File: config.mk
export PLATFORM = sky130hd
export DESIGN_NAME = rt_mode_opt_bank
export DESIGN_NICKNAME = d
export VERILOG_FILES = /design/src/hw/rt_opt_pkg.sv /design/src/hw/mode_cls_if.sv /design/src/hw/rt_mode_classify.sv /design/src/hw/rt_mode_opt_bank.sv
export VERILOG_INCLUDE_DIRS = /design/src /design/src/hw
export SDC_FILE = /design/constraint.sdc
export NUM_CORES = 1
export LEC_CHECK = 0
export BUFFER_PORTS_ARGS = -buffer_cell sky130_fd_sc_hd__buf_2
export CAP_MARGIN = 10
export CELL_PAD_IN_SITES_DETAIL_PLACEMENT = 0
export CELL_PAD_IN_SITES_GLOBAL_PLACEMENT = 1
export CORE_ASPECT_RATIO = 1.25
export CORE_MARGIN = 2
export CORE_UTILIZATION = 33
export DETAILED_ROUTE_END_ITERATION = 8
export HOLD_SLACK_MARGIN = 0.05
export PLACE_DENSITY = 0.86
export REMOVE_ABC_BUFFERS = 1
export SYNTH_ARGS = -nofsm -noshare
export SYNTH_HDL_FRONTEND = slang
export SYNTH_SLANG_ARGS = --single-unit
File: constraint.sdc
create_clock -name aclk -period 2.8 [get_ports aclk]
set_input_delay 0.56 -clock aclk [delete_from_list [all_inputs] [get_ports aclk]]
set_output_delay 0.56 -clock aclk [all_outputs]
set_load 0.02 [all_outputs]
File: src/hw/rt_opt_cfg.svh
// Offsets, field positions, reset values and widths of the option bank
`ifndef RT_OPT_CFG_SVH
`define RT_OPT_CFG_SVH
`define RT_OPT_ADDR_W     12
`define RT_OPT_OFS        12'h000
`define RT_STAT_OFS       12'h004
`define RT_OPT_W          4
`define RT_OPT_RESET      4'h0
`define RT_UNDEF_INV_BIT  3
`define RT_BCAST_SEP_BIT  2
`define RT_SIMPLE_BIT     1
`define RT_SSTROBE_BIT    0
`define RT_STAT_RESP_BIT  4
`define RT_STAT_ERR_BIT   5
`define RT_STAT_IGN_BIT   6
`define RT_STAT_B8_BIT    7
`define RT_STAT_HI_BIT    8
`define RT_RESP_OKAY      2'h0
`define RT_RESP_SLVERR    2'h2
`define RT_MC_LAST_LOW    5'h0f
`endif

File: src/hw/rt_opt_pkg.sv
// Types and decode helpers shared by the option bank and the mode classifier
package rt_opt_pkg;
  // Write channel states
  typedef enum logic [1:0] {
    WR_COLLECT = 2'b01,
    WR_RESP    = 2'b10
  } wr_state_e;
  // Read channel states
  typedef enum logic [1:0] {
    RD_IDLE = 2'b01,
    RD_DATA = 2'b10
  } rd_state_e;
  // True for the mode codes that the undefined-code option governs
  function automatic logic is_undefined_mode(input logic [4:0] mc, input logic tr);
    logic rx_set;
    logic tx_set;
    rx_set = (mc <= 5'h0f) || (mc == 5'h10) || (mc == 5'h12) || (mc == 5'h13);
    tx_set = (mc == 5'h11) || (mc == 5'h14) || (mc == 5'h15);
    return (rx_set && !tr) || (tx_set && tr);
  endfunction : is_undefined_mode
endpackage : rt_opt_pkg

File: src/hw/mode_cls_if.sv
// Carrier between the option bank and the mode command classifier
`timescale 1ns/1ps
interface mode_cls_if;
  logic       opt_undef_inv;   // Undefined mode codes ignored
  logic       opt_bcast_sep;   // Broadcast data kept apart
  logic       opt_simple;      // Simplified mode command handling
  logic       cmd_valid;       // One-cycle command pulse
  logic [4:0] cmd_mode_code;   // Mode code field
  logic       cmd_tr;          // Transmit/receive bit
  logic       cmd_bcast;       // Broadcast command
  logic       cmd_illegal;     // Legality entry says illegal
  logic       res_valid;       // Result pulse
  logic       res_recognized;  // Command recognised
  logic       res_status;      // Status word transmitted
  logic       res_data_word;   // Data word follows status
  logic       res_msg_error;   // Message error status set
  logic       res_stat_upd;    // Status kept for later report
  logic       res_simple;      // Simplified handling applied
  logic       res_bcast_buf;   // Data goes to broadcast buffer
  logic       res_undefined;   // Command was an undefined mode code
  modport eng (output opt_undef_inv, opt_bcast_sep, opt_simple, cmd_valid, cmd_mode_code,
               cmd_tr, cmd_bcast, cmd_illegal,
               input res_valid, res_recognized, res_status, res_data_word, res_msg_error,
               res_stat_upd, res_simple, res_bcast_buf, res_undefined);
  modport cls (input opt_undef_inv, opt_bcast_sep, opt_simple, cmd_valid, cmd_mode_code,
               cmd_tr, cmd_bcast, cmd_illegal,
               output res_valid, res_recognized, res_status, res_data_word, res_msg_error,
               res_stat_upd, res_simple, res_bcast_buf, res_undefined);
endinterface : mode_cls_if

File: src/hw/rt_mode_classify.sv
// Mode command classifier driven by the option bits
`timescale 1ns/1ps
`include "rt_opt_cfg.svh"
module rt_mode_classify (
  input wire logic aclk,     // System clock
  input wire logic aresetn,  // Synchronous reset, active low
  input wire logic ce,       // Clock enable, freezes state when low
  mode_cls_if.cls  mc        // Commands in, decisions out
);
  // Combinational decision terms
  wire undef_w   = rt_opt_pkg::is_undefined_mode(mc.cmd_mode_code, mc.cmd_tr);
  wire ignore_w  = undef_w && mc.opt_undef_inv;
  wire recog_w   = !ignore_w;
  wire err_w     = recog_w && mc.cmd_illegal;
  // Only a legal transmit mode code of 16 and up carries a data word
  wire data_w    = recog_w && !mc.cmd_illegal && !mc.cmd_bcast && mc.cmd_tr &&
                   (mc.cmd_mode_code > `RT_MC_LAST_LOW);
  wire status_w  = recog_w && !mc.cmd_bcast;
  wire simple_w  = recog_w && mc.opt_simple;
  wire bbuf_w    = mc.cmd_bcast && mc.opt_bcast_sep;

  // Result flops; reloaded from cmd_valid each enabled cycle, so res_valid is a pulse
  always_ff @(posedge aclk) begin
    if (!aresetn) begin
      mc.res_valid      <= 1'b0;
      mc.res_recognized <= 1'b0;
      mc.res_status     <= 1'b0;
      mc.res_data_word  <= 1'b0;
      mc.res_msg_error  <= 1'b0;
      mc.res_stat_upd   <= 1'b0;
      mc.res_simple     <= 1'b0;
      mc.res_bcast_buf  <= 1'b0;
      mc.res_undefined  <= 1'b0;
    end else if (ce) begin
      mc.res_valid      <= mc.cmd_valid;
      mc.res_recognized <= mc.cmd_valid && recog_w;
      mc.res_status     <= mc.cmd_valid && status_w;
      mc.res_data_word  <= mc.cmd_valid && data_w;
      mc.res_msg_error  <= mc.cmd_valid && err_w;
      mc.res_stat_upd   <= mc.cmd_valid && recog_w;
      mc.res_simple     <= mc.cmd_valid && simple_w;
      mc.res_bcast_buf  <= mc.cmd_valid && bbuf_w;
      mc.res_undefined  <= mc.cmd_valid && undef_w;
    end
  end
endmodule : rt_mode_classify

File: src/hw/rt_mode_opt_bank.sv
// Option bits for mode code handling, broadcast storage and byte reads, on AXI4-Lite
//
// The AXI4-Lite slave port and the address map were decided locally.
`timescale 1ns/1ps
`include "rt_opt_cfg.svh"
module rt_mode_opt_bank #(
  parameter int  ADDR_W           = `RT_OPT_ADDR_W,  // AXI address width
  parameter bit  PARALLEL_VARIANT = 1'b1             // Parallel host bus build
) (
  input  wire logic              aclk,                  // System clock, 125 MHz
  input  wire logic              aresetn,               // Synchronous reset, active low
  input  wire logic              ce,                    // Clock enable
  input  wire logic [ADDR_W-1:0] s_axi_awaddr,          // Write address
  input  wire logic              s_axi_awvalid,         // Write address valid
  output wire logic              s_axi_awready,         // Write address ready
  input  wire logic [31:0]       s_axi_wdata,           // Write data
  input  wire logic [3:0]        s_axi_wstrb,           // Write byte strobes
  input  wire logic              s_axi_wvalid,          // Write data valid
  output wire logic              s_axi_wready,          // Write data ready
  output wire logic [1:0]        s_axi_bresp,           // Write response
  output wire logic              s_axi_bvalid,          // Write response valid
  input  wire logic              s_axi_bready,          // Write response ready
  input  wire logic [ADDR_W-1:0] s_axi_araddr,          // Read address
  input  wire logic              s_axi_arvalid,         // Read address valid
  output wire logic              s_axi_arready,         // Read address ready
  output wire logic [31:0]       s_axi_rdata,           // Read data
  output wire logic [1:0]        s_axi_rresp,           // Read response
  output wire logic              s_axi_rvalid,          // Read data valid
  input  wire logic              s_axi_rready,          // Read data ready
  input  wire logic              master_reset_pin_n,    // Master reset pin, active low
  input  wire logic              cmd_valid,             // Mode command pulse from engine
  input  wire logic [4:0]        cmd_mode_code,         // Mode code field
  input  wire logic              cmd_tr,                // Transmit/receive bit
  input  wire logic              cmd_bcast,             // Broadcast command
  input  wire logic              cmd_illegal,           // Legality entry illegal
  output wire logic              rsp_valid,             // Decision pulse
  output wire logic              rsp_recognized,        // Command recognised
  output wire logic              rsp_status,            // Send status word
  output wire logic              rsp_data_word,         // Send data word
  output wire logic              rsp_msg_error,         // Set message error
  output wire logic              rsp_status_update,     // Keep status for later report
  output wire logic              rsp_simple_proc,       // Use simplified handling
  output wire logic              rx_bcast_buffer,       // Store data in broadcast buffer
  output wire logic              opt_undef_invalid,     // Option level to engine
  output wire logic              opt_bcast_separate,    // Option level to engine
  output wire logic              opt_simple_mode,       // Option level to engine
  input  wire logic              host_rd_en_n,          // Host read strobe pin, active low
  input  wire logic              low_byte_address_bit,  // Host address bit 0 pin
  input  wire logic              host_bus_8bit,         // Host bus width strap pin
  input  wire logic [15:0]       mem_rd_word,           // Word being read by host
  output wire logic [7:0]        host_rd_byte,          // Byte presented to host
  output wire logic              host_rd_hi_lane        // High byte selected
);
  // Option register and its decoded fields
  logic [`RT_OPT_W-1:0] opt_r;   // Four option bits
  logic [`RT_OPT_W-1:0] opt_nxt; // Next option value
  wire undefined_mode_invalid  = opt_r[`RT_UNDEF_INV_BIT];
  wire broadcast_data_separate = opt_r[`RT_BCAST_SEP_BIT];
  wire simple_mode_cmd_proc    = opt_r[`RT_SIMPLE_BIT];
  wire single_strobe_byte_read = opt_r[`RT_SSTROBE_BIT];

  // Pin synchronisers: stage one is read only by stage two
  logic [3:0] pin_s1_r;  // First stage
  logic [3:0] pin_s2_r;  // Second stage
  wire  [3:0] pin_raw = {master_reset_pin_n, host_bus_8bit, low_byte_address_bit,
                         host_rd_en_n};
  wire        mr_n_s    = pin_s2_r[3];
  wire        bus8_s    = pin_s2_r[2];
  wire        a0_s      = pin_s2_r[1];
  wire        rd_active = !pin_s2_r[0];

  // Two flops per pin, frozen with the clock enable
  always_ff @(posedge aclk) begin
    if (!aresetn) begin
      pin_s1_r <= 4'hf;
      pin_s2_r <= 4'hf;
    end else if (ce) begin
      pin_s1_r <= pin_raw;
      pin_s2_r <= pin_s1_r;
    end
  end

  // AXI write channel: address and data taken in either order
  rt_opt_pkg::wr_state_e wr_st_r;    // Write state
  logic                  aw_held_r;  // Address captured
  logic                  w_held_r;   // Data captured
  logic [ADDR_W-1:0]     awaddr_r;   // Captured address
  logic [31:0]           wdata_r;    // Captured data
  logic                  wstrb0_r;   // Low byte lane enabled
  logic [1:0]            bresp_r;    // Stored response
  wire wr_collect = (wr_st_r == rt_opt_pkg::WR_COLLECT);
  wire aw_fire    = s_axi_awvalid && s_axi_awready;
  wire w_fire     = s_axi_wvalid && s_axi_wready;
  wire wr_do      = ce && wr_collect && aw_held_r && w_held_r;
  // Word addresses at full width, so the decode compares equal widths
  localparam logic [ADDR_W-1:0] OPT_ADDR  = ADDR_W'(`RT_OPT_OFS);   // Option word address
  localparam logic [ADDR_W-1:0] STAT_ADDR = ADDR_W'(`RT_STAT_OFS);  // Status word address
  wire wr_opt_hit = (awaddr_r[ADDR_W-1:2] == OPT_ADDR[ADDR_W-1:2]);
  wire wr_sts_hit = (awaddr_r[ADDR_W-1:2] == STAT_ADDR[ADDR_W-1:2]);
  // Ready only while the clock runs, so nothing is taken during a freeze
  assign s_axi_awready = ce && wr_collect && !aw_held_r;
  assign s_axi_wready  = ce && wr_collect && !w_held_r;
  assign s_axi_bvalid  = ce && (wr_st_r == rt_opt_pkg::WR_RESP);
  assign s_axi_bresp   = bresp_r;

  // Capture and response sequencing for writes
  always_ff @(posedge aclk) begin
    if (!aresetn) begin
      wr_st_r   <= rt_opt_pkg::WR_COLLECT;
      aw_held_r <= 1'b0;
      w_held_r  <= 1'b0;
      awaddr_r  <= '0;
      wdata_r   <= 32'h0;
      wstrb0_r  <= 1'b0;
      bresp_r   <= `RT_RESP_OKAY;
    end else if (ce) begin
      case (wr_st_r)
        rt_opt_pkg::WR_COLLECT: begin
          if (aw_fire) begin
            aw_held_r <= 1'b1;
            awaddr_r  <= s_axi_awaddr;
          end
          if (w_fire) begin
            w_held_r <= 1'b1;
            wdata_r  <= s_axi_wdata;
            wstrb0_r <= s_axi_wstrb[0];
          end
          if (aw_held_r && w_held_r) begin
            // Status word is read-only but mapped, so it answers OKAY
            bresp_r <= (wr_opt_hit || wr_sts_hit) ? `RT_RESP_OKAY : `RT_RESP_SLVERR;
            wr_st_r <= rt_opt_pkg::WR_RESP;
          end
        end
        rt_opt_pkg::WR_RESP: begin
          if (s_axi_bready) begin
            aw_held_r <= 1'b0;
            w_held_r  <= 1'b0;
            wr_st_r   <= rt_opt_pkg::WR_COLLECT;
          end
        end
        default: wr_st_r <= rt_opt_pkg::WR_COLLECT;
      endcase
    end
  end

  // Option write and master reset; the pin clear outranks a host write
  wire opt_wr = wr_do && wr_opt_hit && wstrb0_r;
  assign opt_nxt = !mr_n_s ? `RT_OPT_RESET :
                   opt_wr  ? s_axi_wdata_low(wdata_r) : opt_r;

  // Option register holds until rewritten or cleared
  always_ff @(posedge aclk) begin
    if (!aresetn) begin
      opt_r <= `RT_OPT_RESET;
    end else if (ce) begin
      opt_r <= opt_nxt;
    end
  end

  // Low option field of a data word
  function automatic logic [`RT_OPT_W-1:0] s_axi_wdata_low(input logic [31:0] d);
    return d[`RT_OPT_W-1:0];
  endfunction : s_axi_wdata_low

  // Classifier link
  mode_cls_if mcl ();
  assign mcl.opt_undef_inv = undefined_mode_invalid;
  assign mcl.opt_bcast_sep = broadcast_data_separate;
  assign mcl.opt_simple    = simple_mode_cmd_proc;
  assign mcl.cmd_valid     = cmd_valid;
  assign mcl.cmd_mode_code = cmd_mode_code;
  assign mcl.cmd_tr        = cmd_tr;
  assign mcl.cmd_bcast     = cmd_bcast;
  assign mcl.cmd_illegal   = cmd_illegal;

  rt_mode_classify rt_mode_classify_inst (
    .aclk    (aclk),
    .aresetn (aresetn),
    .ce      (ce),
    .mc      (mcl.cls)
  );

  assign rsp_valid          = mcl.res_valid;
  assign rsp_recognized     = mcl.res_recognized;
  assign rsp_status         = mcl.res_status;
  assign rsp_data_word      = mcl.res_data_word;
  assign rsp_msg_error      = mcl.res_msg_error;
  assign rsp_status_update  = mcl.res_stat_upd;
  assign rsp_simple_proc    = mcl.res_simple;
  assign rx_bcast_buffer    = mcl.res_bcast_buf;
  assign opt_undef_invalid  = undefined_mode_invalid;
  assign opt_bcast_separate = broadcast_data_separate;
  assign opt_simple_mode    = simple_mode_cmd_proc;

  // Last decision kept for software to inspect
  logic [2:0] last_res_r;  // Ignored, error, recognised

  // Sticky copy of the latest classifier result
  always_ff @(posedge aclk) begin
    if (!aresetn) begin
      last_res_r <= 3'h0;
    end else if (ce && mcl.res_valid) begin
      last_res_r <= {mcl.res_undefined && !mcl.res_recognized, mcl.res_msg_error,
                     mcl.res_recognized};
    end
  end

  // Byte lane selection for the 8-bit host bus
  logic       rd_active_d_r;  // Strobe level one cycle back
  logic       lane_hi_r;      // High byte selected
  logic [7:0] rd_byte_r;      // Byte on the host bus
  wire single_mode = single_strobe_byte_read && PARALLEL_VARIANT && bus8_s;
  wire rd_fall     = rd_active && !rd_active_d_r;
  // One wide strobe follows the address bit; separate strobes latch it per pulse
  wire lane_nxt    = single_mode ? (rd_active ? a0_s : lane_hi_r) :
                     (rd_fall ? a0_s : lane_hi_r);
  assign host_rd_byte    = rd_byte_r;
  assign host_rd_hi_lane = lane_hi_r;

  // Byte path flops
  always_ff @(posedge aclk) begin
    if (!aresetn) begin
      rd_active_d_r <= 1'b0;
      lane_hi_r     <= 1'b0;
      rd_byte_r     <= 8'h00;
    end else if (ce) begin
      rd_active_d_r <= rd_active;
      lane_hi_r     <= lane_nxt;
      if (rd_active) begin
        rd_byte_r <= lane_nxt ? mem_rd_word[15:8] : mem_rd_word[7:0];
      end
    end
  end

  // AXI read channel
  rt_opt_pkg::rd_state_e rd_st_r;  // Read state
  logic [31:0]           rdata_r;  // Read data
  logic [1:0]            rresp_r;  // Read response
  wire rd_idle    = (rd_st_r == rt_opt_pkg::RD_IDLE);
  wire ar_fire    = s_axi_arvalid && s_axi_arready;
  wire rd_opt_hit = (s_axi_araddr[ADDR_W-1:2] == OPT_ADDR[ADDR_W-1:2]);
  wire rd_sts_hit = (s_axi_araddr[ADDR_W-1:2] == STAT_ADDR[ADDR_W-1:2]);
  // Status shows options, last decision, bus width strap and lane
  wire [31:0] stat_word = {23'h0, lane_hi_r, bus8_s, last_res_r, opt_r};
  wire [31:0] rd_mux    = rd_opt_hit ? {28'h0, opt_r} :
                          rd_sts_hit ? stat_word : 32'h0;
  assign s_axi_arready = ce && rd_idle;
  assign s_axi_rvalid  = ce && (rd_st_r == rt_opt_pkg::RD_DATA);
  assign s_axi_rdata   = rdata_r;
  assign s_axi_rresp   = rresp_r;

  // Read sequencing
  always_ff @(posedge aclk) begin
    if (!aresetn) begin
      rd_st_r <= rt_opt_pkg::RD_IDLE;
      rdata_r <= 32'h0;
      rresp_r <= `RT_RESP_OKAY;
    end else if (ce) begin
      case (rd_st_r)
        rt_opt_pkg::RD_IDLE: begin
          if (ar_fire) begin
            rdata_r <= rd_mux;
            rresp_r <= (rd_opt_hit || rd_sts_hit) ? `RT_RESP_OKAY : `RT_RESP_SLVERR;
            rd_st_r <= rt_opt_pkg::RD_DATA;
          end
        end
        rt_opt_pkg::RD_DATA: begin
          if (s_axi_rready) begin
            rd_st_r <= rt_opt_pkg::RD_IDLE;
          end
        end
        default: rd_st_r <= rt_opt_pkg::RD_IDLE;
      endcase
    end
  end
endmodule : rt_mode_opt_bank

==> flow_metrics.env <==
export IMPL_p_per_area_nw_per_um2=595
export IMPL_path_clk_slew_ns=0.07
export IMPL_p_comb_share_pct=12.6
export IMPL_final_setup_viol_count=0
export IMPL_clkPwrFrac_pct=40.5
export IMPL_vdd_ir_drop_max_v=0.000263
export IMPL_dr_pass1_iters=4
export IMPL_avgSynthCellArea_sq_um=8.66
export IMPL_cp_max_fo=12
export IMPL_cts_htree_levels=3
export IMPL_p_int_uw=1580
export IMPL_grt_setup_unrepaired="false"
export IMPL_wl_per_cell_microns=13.1
export IMPL_fp_row_count=37
export IMPL_yosys_area_top_type="dfxtp_1"
export IMPL_dp_hpwl_mm=5.09
export IMPL_ant_nets=0
export IMPL_synth_ff_type="dfxtp_1"
export IMPL_maxSlewHeadroom_pct=64.8
export IMPL_ys_ff_latch=65
export IMPL_port_buffers=97
export IMPL_regToRegEndpoint="s_axi_rdata[8]$_SDFFE_PN0P_"
export IMPL_dieArea_sq_um=9420
export IMPL_fin_crit_ns=2.02
export IMPL_routed_wl_mm=6.87
export IMPL_cts_setup_buffers=0
export IMPL_r2r_setup_slack_ns=1.29
export IMPL_synth_area_sq_um=2860
export IMPL_netlist_instances=330
export IMPL_ys_seq_area_share_pct=45.5
export IMPL_layout_cells_non_filler=525
export IMPL_gp_congestion=0.787
export IMPL_viasPerCell=5.03
export IMPL_numCtsBuffers=9
export IMPL_grt_max_degree=27
export IMPL_layout_drive_gt1_share_pct=29.7
export IMPL_worst_pin_slew_ns=0.527
export IMPL_num_vias=2639
export IMPL_core_area_sq_um=8330
export IMPL_ios=158
export IMPL_clock_latency_ns=0.33
export IMPL_status="complete, no violations"
export IMPL_reg2regPathDepth=5
export IMPL_fin_nets=521
export IMPL_reg2reg_from="rd_st_r[1]$_SDFFE_PN0P_"
export IMPL_cp_start_kind="input port"
export IMPL_antenna_found_initial=0
export IMPL_drt_iter0_drc=126
export IMPL_die_height_microns=108
export IMPL_drv_cap=0
export IMPL_finalCritPeriodShare_pct=72.0
export IMPL_switchingPower_uw=517
export IMPL_finalSetupTns_ns=0
export IMPL_cts_max_path_buffers=2
export IMPL_clock_sinks=65
export IMPL_critPathMostFrequentCell="buf_2"
export IMPL_hold_start="master_reset_pin_n"
export IMPL_cts_root_buf="clkbuf_8"
export IMPL_async_reset_ff_share_pct=0
export IMPL_yosys_warnings=0
export IMPL_holdPathEnd="pin_s1_r[3]$_SDFFE_PN1P_"
export IMPL_swShare_pct=24.7
export IMPL_antennaDiodeCount=0
export IMPL_yosysUniqueCellTypes=46
export IMPL_path_cells="buf_2 -> and4bb_2 -> buf_2"
export IMPL_areaGrowthSynthToFinish_pct=23.1
export IMPL_worst_path_buf_inv=2
export IMPL_start_util_pct=34.3
export IMPL_fill_cells=862
export IMPL_synth_top_area_share_pct=45.5
export IMPL_synth_edf_count=0
export IMPL_cts_hold_buffers=0
export IMPL_grt_pass1_vias=2411
export IMPL_arrival_ns=1.46
export IMPL_drc=0
export IMPL_hold_viol_final=0
export IMPL_hold_path_class="in2reg"
export IMPL_p_leak_uw=0.00157
export IMPL_timing_fmax_ghz=0.496
export IMPL_crit_slowest_cell="and4bb_2"
export IMPL_critPathKind="in2out"
export IMPL_die_x_microns=87.2
export IMPL_required_ns=2.24
export IMPL_whs_path_depth=3
export IMPL_p_total_uw=2090
export IMPL_critPathCaptureType="output port"
export IMPL_synth_area_leaders="dfxtp_1 46%, buf_4 7.1%, nand3_1 4.9%, nand2_1 4.6%, a21oi_1 4.6%"
export IMPL_fin_skew_ns=0.00655
export IMPL_max_stage_delay_ns=0.43
export IMPL_seqPwrFrac_pct=46.8
export IMPL_cts_tree="built"
export IMPL_cts_resized=0
export IMPL_dp_cells=510
export IMPL_grt_pass1_wl_mm=10.8
export IMPL_overflow=0
export IMPL_slew_violations=0
export IMPL_cp_top_family="buffers and inverters"
export IMPL_grt_total_usage_pct=14.5
==> layer usage <==
layer / track usage, % / part of all wire, % / up-vias
met4: 6.70 / 0.20 / 0
met5: 0 / 0 / -
li1: - / - / 1328
met1: 16.9 / 42 / 1214
met3: 4.81 / 7.7 / 2
met2: 23.9 / 50 / 95
==> placed cells by master, fill, tap and decap left out, types with 3 or more instances in the layout <==
cell type,n
buf_2,97
dfxtp_1,65
nand2_1,35
nand3_1,28
a21oi_1,26
nor2_1,25
conb_1,25
o21ai_0,21
a31oi_1,11
clkbuf_8,10
mux2i_1,8
buf_4,6
o211ai_1,5
nand4_1,5
a32oi_1,5
a22oi_1,4
and3_1,4
inv_1,3
nand2b_1,3
a32o_1,3
==> cells in the mapped netlist (all sizes together), types with 5 or more instances <==
library cell   n
buf           37
nand2         36
and3           5
dfxtp         65
a21oi         26
nor2          26
mux2i          8
clkbuf         7
nand3         28
a32oi          5
o21ai         21
nand4          5
o211ai         5
a31oi         11
==> stage by stage <==
step	hold slack [ns]	setup slack, ns	area (sq um)	utilization [%]
2_1_floorplan	0.432	0.559	2660	-
3_3_place_gp	0.443	0.793	3310	39.7
3_5_place_dp	0.451	0.778	3310	39.7
4_1_cts	0.419	0.773	3520	42.2
5_1_grt	0.433	0.724	3520	42.2
6_report	0.436	0.784	3520	42.2
==> state kept, by name, summed over array words and instances (netlist names), 2 cells and up <==
signal / flops
awaddr_r: 10
s_axi_rdata: 9
host_rd_byte: 8
opt_r: 4
pin_s1_r: 4
pin_s2_r: 4
wdata_r: 4
last_res_r: 3
rd_st_r: 2
wr_st_r: 2
==> power by group through the flow <==
stage               combinational [uW]  sequential, uW  clock (uW)
global route                       294             985         910
finish                             264             980         848
floorplan                          140            1010           0
global placement                   260             999           0
CTS                                266             980         877
detailed placement                 265            1000           0
==> how the worst max path moves through the flow <==
stage | startpoint | endpoint | slack, ns | cells past startpoint
6_report | ce | s_axi_awready | 0.78 | 3
5_1_grt | ce | s_axi_awready | 0.72 | 3
4_1_cts | ce | s_axi_awready | 0.77 | 3
3_5_place_dp | ce | s_axi_awready | 0.78 | 3
3_3_place_gp | ce | s_axi_awready | 0.79 | 3
2_1_floorplan | ce | wdata_r[0]$_SDFFE_PN0P_ | 0.56 | 4
==> cell families (layout without fill, tap and decap cells) <==
| kind of cell | Yosys count | count (layout) | synth area share (%) |
|---|---|---|---|
| compound gates | 89 | 89 | 20.3 |
| buf+inv | 48 | 122 | 10.7 |
| flops | 65 | 65 | 45.5 |
| mux | 8 | 8 | 2.80 |
| other cells | 1 | 25 | 0.131 |
| simple gates | 119 | 119 | 20.5 |
==> cell type report <==
class	count	area, sq um	share of cell area [%]
multi-input combinational	241	1340	38.1
sequential	65	1300	37.0
timing repair buffer	103	531	15.1
clock buffer	12	145	4.13
tap	97	121	3.45
clock inverter	3	65.1	1.85
inverter	4	15.0	0.427
==> tightest hold or removal path, delay by kind of cell <==
family / cells / cell delay (ns)
buffers and inverters: 1 / 0.08
AND/OR/NAND/NOR: 1 / 0.06
multiplexers: 1 / 0.05
Power figures use the tool's default switching activity.
